[src/logic/cpfs_consts.svh]
// Summary of operation
// RL1 - Code 0100: pin A picks 100/500 mA, pin B high picks 1500 mA, pin C high disables the regulator.
// RL2 - Code 0101: pins A and B set the current limit as in 0100 and pin C high enables charging.
// RL3 - Code 0110: pin B high disables recharge, pin C gates charging; code 0111: A charging, B disable, C recharge.
// RL4 - Codes 1000 to 1111 drive pin C as interrupt output; code 1001: B gates charging, A picks 100/500 mA.
// RL5 - Code 1100: pin B high halves fast charge current; 1010, 1011, 1101 give B disable, recharge, regulator.
// RL6 - Code 1110: pin A high picks 1500 mA and pin B gates charging; code 1111: pin A drives circuit disable.
// RL7 - Code 0000: pin A picks 100/500 mA, pin B drives circuit disable, pin C high enables charging.
// RL8 - Polarity bit 0 keeps pin A active high, 1 makes it active low.
// RL9 - Unlisted codes leave every pin without effect and the interrupt output inactive.
//
// constants for the configurable pin function selector
// assumes one 100 MHz clock and a 4-bit AXI4-Lite address
`ifndef CPFS_CONSTS_SVH
`define CPFS_CONSTS_SVH

`define CPFS_OPT_0      4'h0
`define CPFS_OPT_2      4'h2
`define CPFS_OPT_3      4'h3
`define CPFS_OPT_4      4'h4
`define CPFS_OPT_5      4'h5
`define CPFS_OPT_6      4'h6
`define CPFS_OPT_7      4'h7
`define CPFS_OPT_8      4'h8
`define CPFS_OPT_9      4'h9
`define CPFS_OPT_A      4'hA
`define CPFS_OPT_B      4'hB
`define CPFS_OPT_C      4'hC
`define CPFS_OPT_D      4'hD
`define CPFS_OPT_E      4'hE
`define CPFS_OPT_F      4'hF
`define CPFS_OPT_BAD    4'h1
`define CPFS_IRQ_BIT    3

`define CPFS_ADDR_CFG   4'h0
`define CPFS_ADDR_STATE 4'h4
`define CPFS_ADDR_ISTAT 4'h8
`define CPFS_ADDR_IMASK 4'hC
`define CPFS_CFG_RST    5'h00
`define CPFS_CODE_MSB   3
`define CPFS_POL_BIT    4
`define CPFS_NEV        6
`define CPFS_IMASK_RST  6'h00
`define CPFS_RESP_OKAY  2'h0
`define CPFS_RESP_SLV   2'h2

`endif

[src/logic/cpfs_pkg.sv]
// types and pin function decode for the selector
// assumes cpfs_consts.svh is on the include path
`include "cpfs_consts.svh"
package cpfs_pkg;
    typedef enum logic [1:0] {
        CPFS_LIM_NONE = 2'h0,
        CPFS_LIM_100  = 2'h1,
        CPFS_LIM_500  = 2'h2,
        CPFS_LIM_1500 = 2'h3
    } cpfs_limit_t;

    typedef struct packed {
        cpfs_limit_t lim;
        logic        chgEn;
        logic        chgOwn;
        logic        rch;
        logic        regOff;
        logic        half;
        logic        cd;
        logic        irqPin;
    } cpfs_func_t;

    // map option code and pin levels onto charger functions
    function automatic cpfs_func_t cpfs_decode(input logic [3:0] code, input logic a, input logic b,
                                               input logic c);
        cpfs_limit_t limA;
        cpfs_limit_t limB;
        cpfs_func_t  f;
        limA = a ? CPFS_LIM_500 : CPFS_LIM_100;
        limB = b ? CPFS_LIM_1500 : limA;
        f = '0;
        f.irqPin = code[`CPFS_IRQ_BIT]; // RL4
        case (code)
            `CPFS_OPT_0: begin f.lim = limA; f.cd = b; f.chgEn = c; f.chgOwn = 1'b1; end // RL7
            `CPFS_OPT_2: begin f.lim = limB; f.cd = c; end
            `CPFS_OPT_3: begin f.lim = limB; f.half = c; end
            `CPFS_OPT_4: begin f.lim = limB; f.regOff = c; end // RL1
            `CPFS_OPT_5: begin f.lim = limB; f.chgEn = c; f.chgOwn = 1'b1; end // RL2
            `CPFS_OPT_6: begin f.lim = limA; f.rch = b; f.chgEn = c; f.chgOwn = 1'b1; end // RL3
            `CPFS_OPT_7: begin f.chgEn = a; f.chgOwn = 1'b1; f.cd = b; f.rch = c; end // RL3
            `CPFS_OPT_8: begin f.lim = limB; end
            `CPFS_OPT_9: begin f.lim = limA; f.chgEn = b; f.chgOwn = 1'b1; end // RL4
            `CPFS_OPT_A: begin f.lim = limA; f.cd = b; end // RL5
            `CPFS_OPT_B: begin f.lim = limA; f.rch = b; end // RL5
            `CPFS_OPT_C: begin f.lim = limA; f.half = b; end // RL5
            `CPFS_OPT_D: begin f.lim = limA; f.regOff = b; end // RL5
            `CPFS_OPT_E: begin f.lim = a ? CPFS_LIM_1500 : CPFS_LIM_NONE; f.chgEn = b; f.chgOwn = 1'b1; end // RL6
            `CPFS_OPT_F: begin f.cd = a; f.chgEn = b; f.chgOwn = 1'b1; end // RL6
            default: f = '0; // RL9
        endcase
        return f;
    endfunction : cpfs_decode
endpackage : cpfs_pkg

[src/logic/cpfs_axil_port.sv]
// AXI4-Lite slave front end for the selector registers
// assumes the parent answers rdData/rdOk and wrOk combinationally
`timescale 1ns/1ps
`include "cpfs_consts.svh"
module cpfs_axil_port (
    input  wire logic        clk,     // system clock
    input  wire logic        srst,    // sync reset, high
    input  wire logic [3:0]  awaddr,  // write address
    input  wire logic        awvalid, // write address valid
    output logic             awready, // write address ready
    input  wire logic [31:0] wdata,   // write data
    input  wire logic [3:0]  wstrb,   // write strobes
    input  wire logic        wvalid,  // write data valid
    output logic             wready,  // write data ready
    output logic [1:0]       bresp,   // write response
    output logic             bvalid,  // write response valid
    input  wire logic        bready,  // write response ready
    input  wire logic [3:0]  araddr,  // read address
    input  wire logic        arvalid, // read address valid
    output logic             arready, // read address ready
    output logic [31:0]      rdata,   // read data
    output logic [1:0]       rresp,   // read response
    output logic             rvalid,  // read data valid
    input  wire logic        rready,  // read data ready
    output logic             wrEn,    // register write pulse
    output logic [3:0]       wrAddr,  // register write address
    output logic [31:0]      wrData,  // register write data
    output logic [3:0]       wrStrb,  // register write strobes
    input  wire logic        wrOk,    // write address mapped
    output logic [3:0]       rdAddr,  // register read address
    input  wire logic [31:0] rdData,  // register read data
    input  wire logic        rdOk     // read address mapped
);
    logic awHeld;
    logic wHeld;

    // channel readiness and the write pulse once both halves are in
    assign awready = !awHeld && !bvalid;
    assign wready  = !wHeld && !bvalid;
    assign arready = !rvalid;
    assign wrEn    = awHeld && wHeld && !bvalid;
    assign rdAddr  = araddr;

    // write path: take address and data in either order
    always_ff @(posedge clk) begin
        if (srst) begin
            awHeld <= 1'b0;
            wHeld  <= 1'b0;
            wrAddr <= 4'h0;
            wrData <= 32'h0000_0000;
            wrStrb <= 4'h0;
            bvalid <= 1'b0;
            bresp  <= `CPFS_RESP_OKAY;
        end else begin
            if (awvalid && awready) begin
                awHeld <= 1'b1;
                wrAddr <= awaddr;
            end
            if (wvalid && wready) begin
                wHeld  <= 1'b1;
                wrData <= wdata;
                wrStrb <= wstrb;
            end
            if (wrEn) begin
                awHeld <= 1'b0;
                wHeld  <= 1'b0;
                bvalid <= 1'b1;
                bresp  <= wrOk ? `CPFS_RESP_OKAY : `CPFS_RESP_SLV;
            end else if (bvalid && bready) begin
                bvalid <= 1'b0;
            end
        end
    end

    // read path: data captured on the address handshake
    always_ff @(posedge clk) begin
        if (srst) begin
            rvalid <= 1'b0;
            rdata  <= 32'h0000_0000;
            rresp  <= `CPFS_RESP_OKAY;
        end else if (arvalid && arready) begin
            rvalid <= 1'b1;
            rdata  <= rdData;
            rresp  <= rdOk ? `CPFS_RESP_OKAY : `CPFS_RESP_SLV;
        end else if (rvalid && rready) begin
            rvalid <= 1'b0;
        end
    end
endmodule : cpfs_axil_port

[src/logic/cpfs_pin_select.sv]
// configurable pin function selector with register bank and interrupt
// assumes pins are asynchronous to clk; registers reached over AXI4-Lite
//
// Decided for this implementation: the register addresses and the AXI4-Lite register port.
`timescale 1ns/1ps
`include "cpfs_consts.svh"
module cpfs_pin_select (
    input  wire logic        clk,                   // 100 MHz clock
    input  wire logic        srst,                  // sync reset, high
    input  wire logic [3:0]  awaddr,                // write address
    input  wire logic        awvalid,               // write address valid
    output logic             awready,               // write address ready
    input  wire logic [31:0] wdata,                 // write data
    input  wire logic [3:0]  wstrb,                 // write strobes
    input  wire logic        wvalid,                // write data valid
    output logic             wready,                // write data ready
    output logic [1:0]       bresp,                 // write response
    output logic             bvalid,                // write response valid
    input  wire logic        bready,                // write response ready
    input  wire logic [3:0]  araddr,                // read address
    input  wire logic        arvalid,               // read address valid
    output logic             arready,               // read address ready
    output logic [31:0]      rdata,                 // read data
    output logic [1:0]       rresp,                 // read response
    output logic             rvalid,                // read data valid
    input  wire logic        rready,                // read data ready
    input  wire logic        configPinAIn,          // pin a level
    input  wire logic        configPinBIn,          // pin b level
    input  wire logic        configPinCIn,          // pin c level
    output logic             configPinCOut,         // pin c driven level
    output logic             configPinCOe,          // pin c drive enable
    output logic [1:0]       inputLimitSel,         // 0 none,1 100,2 500,3 1500 mA
    output logic             chargeEnable,          // charging enabled by pin
    output logic             chargeCtrlOwned,       // a pin gates charging
    output logic             rechargeDisable,       // recharge disabled
    output logic             regulatorDisable,      // linear regulator disabled
    output logic             fastChargeHalve,       // halve fast_charge_current_setting
    output logic             chargerCircuitDisable, // charger_circuit_disable
    output logic             irq                    // interrupt, high active level
);
    logic [2:0]           pinMeta;
    logic [2:0]           pinSync;
    logic [4:0]           cfg;
    logic [`CPFS_NEV-1:0] intStatus;
    logic [`CPFS_NEV-1:0] intMask;
    cpfs_pkg::cpfs_func_t funcQ;
    logic                 wrEn;
    logic [3:0]           wrAddr;
    logic [31:0]          wrData;
    logic [3:0]           wrStrb;
    logic [3:0]           rdAddr;

    // pin synchronisers, two flops each
    wire [2:0] pinRaw = {configPinCIn, configPinBIn, configPinAIn};
    genvar g;
    generate
        for (g = 0; g < 3; g++) begin : g_sync
            always_ff @(posedge clk) begin
                if (srst) begin
                    pinMeta[g] <= 1'b0;
                    pinSync[g] <= 1'b0;
                end else begin
                    pinMeta[g] <= pinRaw[g];
                    pinSync[g] <= pinMeta[g];
                end
            end
        end
    endgenerate

    // option code, polarity and the decoded functions
    wire [3:0] optCode = cfg[`CPFS_CODE_MSB:0];
    wire       polLow  = cfg[`CPFS_POL_BIT];
    wire       aEff    = pinSync[0] ^ polLow; // RL8
    wire cpfs_pkg::cpfs_func_t next_func = cpfs_pkg::cpfs_decode(optCode, aEff, pinSync[1], pinSync[2]); // RL7 RL9

    // first cycle after reset only loads funcQ, so its reset value never reads as an event
    logic primed;
    always_ff @(posedge clk) begin
        if (srst) primed <= 1'b0;
        else primed <= 1'b1;
    end

    // a change of any function other than the pin c interrupt role is an event
    wire [`CPFS_NEV-1:0] evRaw = {
        next_func.lim != funcQ.lim,
        {next_func.chgEn, next_func.chgOwn} != {funcQ.chgEn, funcQ.chgOwn},
        next_func.rch != funcQ.rch,
        next_func.regOff != funcQ.regOff,
        next_func.half != funcQ.half,
        next_func.cd != funcQ.cd
    };
    wire [`CPFS_NEV-1:0] evVec = primed ? evRaw : '0;

    // register decode
    wire wrCfg   = wrEn && wrAddr == `CPFS_ADDR_CFG && wrStrb[0];
    wire wrIstat = wrEn && wrAddr == `CPFS_ADDR_ISTAT && wrStrb[0];
    wire wrImask = wrEn && wrAddr == `CPFS_ADDR_IMASK && wrStrb[0];
    wire wrOk    = wrAddr == `CPFS_ADDR_CFG || wrAddr == `CPFS_ADDR_STATE ||
                   wrAddr == `CPFS_ADDR_ISTAT || wrAddr == `CPFS_ADDR_IMASK;
    wire rdOk    = rdAddr == `CPFS_ADDR_CFG || rdAddr == `CPFS_ADDR_STATE ||
                   rdAddr == `CPFS_ADDR_ISTAT || rdAddr == `CPFS_ADDR_IMASK;
    wire [`CPFS_NEV-1:0] clrMask = wrIstat ? wrData[`CPFS_NEV-1:0] : '0;
    wire [`CPFS_NEV-1:0] next_intStatus = (intStatus & ~clrMask) | evVec;
    wire [31:0] stateWord = {21'h0, pinSync, funcQ.cd, funcQ.half, funcQ.regOff, funcQ.rch,
                             funcQ.chgOwn, funcQ.chgEn, funcQ.lim};
    wire [31:0] rdData = rdAddr == `CPFS_ADDR_CFG   ? {27'h0, cfg} :
                         rdAddr == `CPFS_ADDR_STATE ? stateWord :
                         rdAddr == `CPFS_ADDR_ISTAT ? {26'h0, intStatus} :
                         rdAddr == `CPFS_ADDR_IMASK ? {26'h0, intMask} : 32'h0000_0000;

    // configuration and interrupt registers
    always_ff @(posedge clk) begin
        if (srst) begin
            cfg       <= `CPFS_CFG_RST;
            intStatus <= '0;
            intMask   <= `CPFS_IMASK_RST;
        end else begin
            if (wrCfg) cfg <= wrData[4:0];
            if (wrImask) intMask <= wrData[`CPFS_NEV-1:0];
            intStatus <= next_intStatus;
        end
    end

    // registered function outputs
    always_ff @(posedge clk) begin
        if (srst) funcQ <= '0;
        else funcQ <= next_func;
    end

    // outputs; pin c carries the interrupt for codes 1xxx
    assign inputLimitSel         = funcQ.lim;
    assign chargeEnable          = funcQ.chgEn;
    assign chargeCtrlOwned       = funcQ.chgOwn;
    assign rechargeDisable       = funcQ.rch;
    assign regulatorDisable      = funcQ.regOff;
    assign fastChargeHalve       = funcQ.half;
    assign chargerCircuitDisable = funcQ.cd;
    assign irq                   = |(intStatus & intMask);
    assign configPinCOe          = funcQ.irqPin; // RL4
    assign configPinCOut         = funcQ.irqPin & irq; // RL4

    cpfs_axil_port u_port (
        .clk     (clk),
        .srst    (srst),
        .awaddr  (awaddr),
        .awvalid (awvalid),
        .awready (awready),
        .wdata   (wdata),
        .wstrb   (wstrb),
        .wvalid  (wvalid),
        .wready  (wready),
        .bresp   (bresp),
        .bvalid  (bvalid),
        .bready  (bready),
        .araddr  (araddr),
        .arvalid (arvalid),
        .arready (arready),
        .rdata   (rdata),
        .rresp   (rresp),
        .rvalid  (rvalid),
        .rready  (rready),
        .wrEn    (wrEn),
        .wrAddr  (wrAddr),
        .wrData  (wrData),
        .wrStrb  (wrStrb),
        .wrOk    (wrOk),
        .rdAddr  (rdAddr),
        .rdData  (rdData),
        .rdOk    (rdOk)
    );

    // helper state for the checks: code held steady since last cycle
    logic       live;
    logic [3:0] prevCode;
    always_ff @(posedge clk) begin
        if (srst) begin
            live     <= 1'b0;
            prevCode <= 4'h0;
        end else begin
            live     <= 1'b1;
            prevCode <= optCode;
        end
    end
    wire steady = live && optCode == prevCode;
    wire sA = pinSync[0];
    wire sB = pinSync[1];
    wire sC = pinSync[2];
endmodule : cpfs_pin_select

[config.mk]
export PLATFORM = sky130hd
export DESIGN_NAME = cpfs_pin_select
export DESIGN_NICKNAME = d
export VERILOG_FILES = /design/src/logic/cpfs_pkg.sv /design/src/logic/cpfs_axil_port.sv /design/src/logic/cpfs_pin_select.sv
export VERILOG_INCLUDE_DIRS = /design/src /design/src/logic
export SDC_FILE = /design/constraint.sdc
export NUM_CORES = 1
export LEC_CHECK = 0
export BUFFER_PORTS_ARGS = -buffer_cell sky130_fd_sc_hd__buf_4
export CORE_MARGIN = 4
export CORE_UTILIZATION = 30
export DETAILED_ROUTE_END_ITERATION = 8
export SYNTH_ARGS = -nofsm -noshare
export SYNTH_HDL_FRONTEND = slang
export SYNTH_SLANG_ARGS = --single-unit
[constraint.sdc]
create_clock -name clk -period 1.8 [get_ports clk]
set_input_delay 0.18 -clock clk [delete_from_list [all_inputs] [get_ports clk]]
set_output_delay 0.18 -clock clk [all_outputs]
set_load 0.05 [all_outputs]
==> results.py <==
metrics = {
    "run_status": {
        "status": "finished clean",
    },
    "worst_setup_path": {
        "rrSetupSlack_ns": 0.09,
        "cp.arrival_ns": 1.94,
        "cp_max_fo": 16,
        "end_kind": "flip-flop",
        "cp-start-kind": "flip-flop",
        "worstPathRequired_ns": 2.04,
        "crit_type": "flip-flop to flip-flop",
    },
    "sta": {
        "report.final.slew_viol_count": 0,
        "finalCritPeriodShare_pct": 94.74,
        "hold_viol": 0,
        "finClkSkew_ns": 0.008455,
        "timing.setup.tns_ns": 0,
        "setup_viol": 0,
        "fmax_mhz": 586.4,
        "finalWorstSetupSlack_ns": 0.09473,
        "rsz0062_at_grt": "false",
        "fin_crit_ns": 1.705,
    },
    "drt": {
        "drt_wl_total_um": 6943,
        "via_count": 2331,
        "post_drt_wl_per_cell_um": 13.89,
        "ant_nets": 0,
        "viasPerCell": 4.662,
        "drc_errors": 0,
        "initialDrtViolationCount": 97,
        "dr.pass1.iters": 4,
    },
    "yosys": {
        "synthesis.area_sq_mm": 0.002907,
        "synth-seq-cells": 61,
        "yosys.area.top_type": "dfxtp_1",
        "netlist_instances": 310,
        "synth_fa_ha_area_share_pct": 0,
        "synthMuxAreaShare_pct": 12.66,
        "yosys.area_share.simple_pct": 20.79,
        "synthTopCellsByArea": "dfxtp_1 42%, mux2i_1 8.3%, buf_4 6.2%, nor2_1 6.1%, a22oi_1 4.1%",
        "synthArstFlopShare_pct": 0,
        "yosys.cell_types.count": 52,
        "synth_top_area_share_pct": 42.01,
        "synthFlopType": "dfxtp_1",
        "yosysSeqAreaShare_pct": 42.01,
        "synth_compound_area_share_pct": 11.58,
        "yosys_warnings": 0,
        "synth_area_per_cell_sq_um": 9.376,
        "synth_xor_area_share_pct": 2.411,
        "synth-edff-count": 0,
        "synth_top_family_by_area": "simple AND/OR/NAND/NOR gates",
    },
    "floorplan": {
        "die_area_sq_mm": 0.01133,
        "coreArea_sq_mm": 0.009328,
        "die_w_um": 106.4,
        "start_util_pct": 31.16,
        "die_y_um": 106.4,
        "rows": 35,
        "ioPinCount": 106,
    },
    "clocking": {
        "cts_root_buf": "clkbuf_8",
        "clockBufferDepth": 2,
        "cts_tree": "built",
        "clk_latency_ns": 0.34,
        "clkTransAtPathRegs_ns": 0.06,
        "cts_made_buffers": 9,
        "cts-htree-levels": 3,
        "cts_sinks": 61,
        "postCtsHoldBufs": 0,
    },
    "placement": {
        "routabilityCongestion": 0.8230,
        "dp_hpwl_um": 5189,
        "place_ws_ns": -0.07361,
        "io_buffer_count": 53,
        "place_area_sq_mm": 0.003391,
    },
    "layout": {
        "multi_input_area_sq_mm": 0.001475,
        "n_antenna_cell": 0,
        "design_area_sq_mm": 0.003560,
        "layout-drive-gt1-share_pct": 27.22,
        "synthToLayoutAreaGrowth_pct": 22.47,
        "seqCellArea_sq_mm": 0.001225,
        "fillCellCount": 956,
        "fin_nets": 422,
    },
    "run": {
        "maxCapViolCount": 0,
    },
    "global_routing": {
        "grt_usage_pct": 12.61,
        "grt_pass1_wl_um": 11270,
        "antenna_found_initial": 0,
        "first_global_vias": 2267,
        "grt_max_degree": 31,
        "grt_overflow": 0,
    },
    "hold_path": {
        "hold_path.class": "input pin to flip-flop",
    },
    "power_and_ir_drop": {
        "peakVddDrop_uv": 278.9,
        "total_power_uw": 2927,
        "leakagePower_uw": 0.001480,
        "cellPowerDensity_mw_per_mm2": 822.3,
    },
}
## flip-flops by register name (all words and copies together) (netlist names), 2 cells and up
name,cells
pinMeta,3
u_port.rdata,11
intStatus,6
inputLimitSel,2
u_port.wrData,6
intMask,6
u_port.wrAddr,4
cfg,5
## critical path: stages, from the launching register on
cell and delay [ns]:
dfxtp_2 0.50, nand2b_1 0.25, o32ai_1 0.13, a221oi_2 0.34
xnor2_1 0.15, a31o_1 0.23
## placed cells by master (no fill, tap or decap), types with 6 or more instances in the layout
| cell type | netlist | layout |
|---|---|---|
| a21oi_1 | 8 | 8 |
| a22oi_1 | 16 | 16 |
| and2_1 | 7 | 7 |
| buf_4 | 24 | 68 |
| clkbuf_8 | 0 | 11 |
| conb_1 | 1 | 23 |
| dfxtp_1 | 61 | 58 |
| inv_1 | 6 | 6 |
| mux2i_1 | 24 | 24 |
| nand2_1 | 14 | 14 |
| nor2_1 | 47 | 45 |
| nor2b_1 | 13 | 13 |
## timing repair
item / CTS / global route
endpoints found under the setup margin: 3 / 4
gates resized for setup: 1 / 2
setup buffers: 0 / 0
## power breakdown
| group | switching [uW] | internal (uW) |
|---|---|---|
| clock network | 504 | 555 |
| registers | 48.6 | 1400 |
| logic | 284 | 139 |
| total | 836 | 2090 |
## layer usage
layer	global-route usage (%)	up-vias	routed length (um)
met2	19.73	65	3251
met3	3.704	11	423
met4	5.205	0	116
li1	-	1146	-
met1	16.25	1109	3151
met5	0	-	0
## final cells by class
type                       instances  share of cell area, %
clock inverter                     2                 0.2812
inverter                           6                 0.6327
clock buffer                      12                  4.359
tap                              129                  4.534
sequential                        61                  34.41
multi-input combinational        222                  41.44
timing repair buffer              68                  14.34
## cell families (layout without fill, tap and decap cells)
kind of cell	count (synthesis)	after routing
and+or+nand+nor	116	116
DFF	61	61
buffers and inverters	49	88
AOI/OAI and AO/OA	45	45
muxes	30	30
xor gates and xnor gates	8	8
other	1	23
## path summary, 6_finish.rpt
| path | cells after the start | endpoint | startpoint |
|---|---|---|---|
| max | 5 | intStatus[0]$_SDFF_PP0_ | cfg[3]$_SDFFE_PP0P_ |
| min | 2 | pinMeta[2]$_SDFF_PP0_ | configPinCIn |
| max reg2reg | 5 | intStatus[0]$_SDFF_PP0_ | cfg[3]$_SDFFE_PP0P_ |
| min reg2reg | 1 | sA$_SDFF_PP0_ | pinMeta[0]$_SDFF_PP0_ |
## metrics by stage
| stage | std cells | hold WS, ns | utilization [%] |
|---|---|---|---|
| after floorplan | 332 | 0.3082 | - |
| after CTS | 500 | 0.03886 | 38.14 |
| after global placement | 486 | 0.3958 | 36.35 |
| after global routing | 500 | 0.05558 | 38.16 |
| after detailed placement | 486 | 0.3991 | 36.35 |
| final | 500 | 0.05155 | 38.16 |
## cell usage after synthesis (all sizes together), types with 2 or more instances
| cell type | count |
|---|---|
| xor2 | 3 |
| a211oi | 2 |
| nor3b | 4 |
| a21boi | 3 |
| and3b | 3 |
| nand2 | 14 |
| nand2b | 5 |
| mux2i | 24 |
| and2 | 7 |
| inv | 6 |
| a21oi | 8 |
| a22oi | 16 |
| buf | 32 |
| clkbuf | 11 |
| mux4 | 5 |
| nor2 | 48 |
| nor2b | 13 |
| and3 | 4 |
| o21ai | 4 |
| nor3 | 7 |
| dfxtp | 61 |
| nand3 | 3 |
| xnor2 | 5 |
No activity file was read; power rests on OpenSTA's default activity.
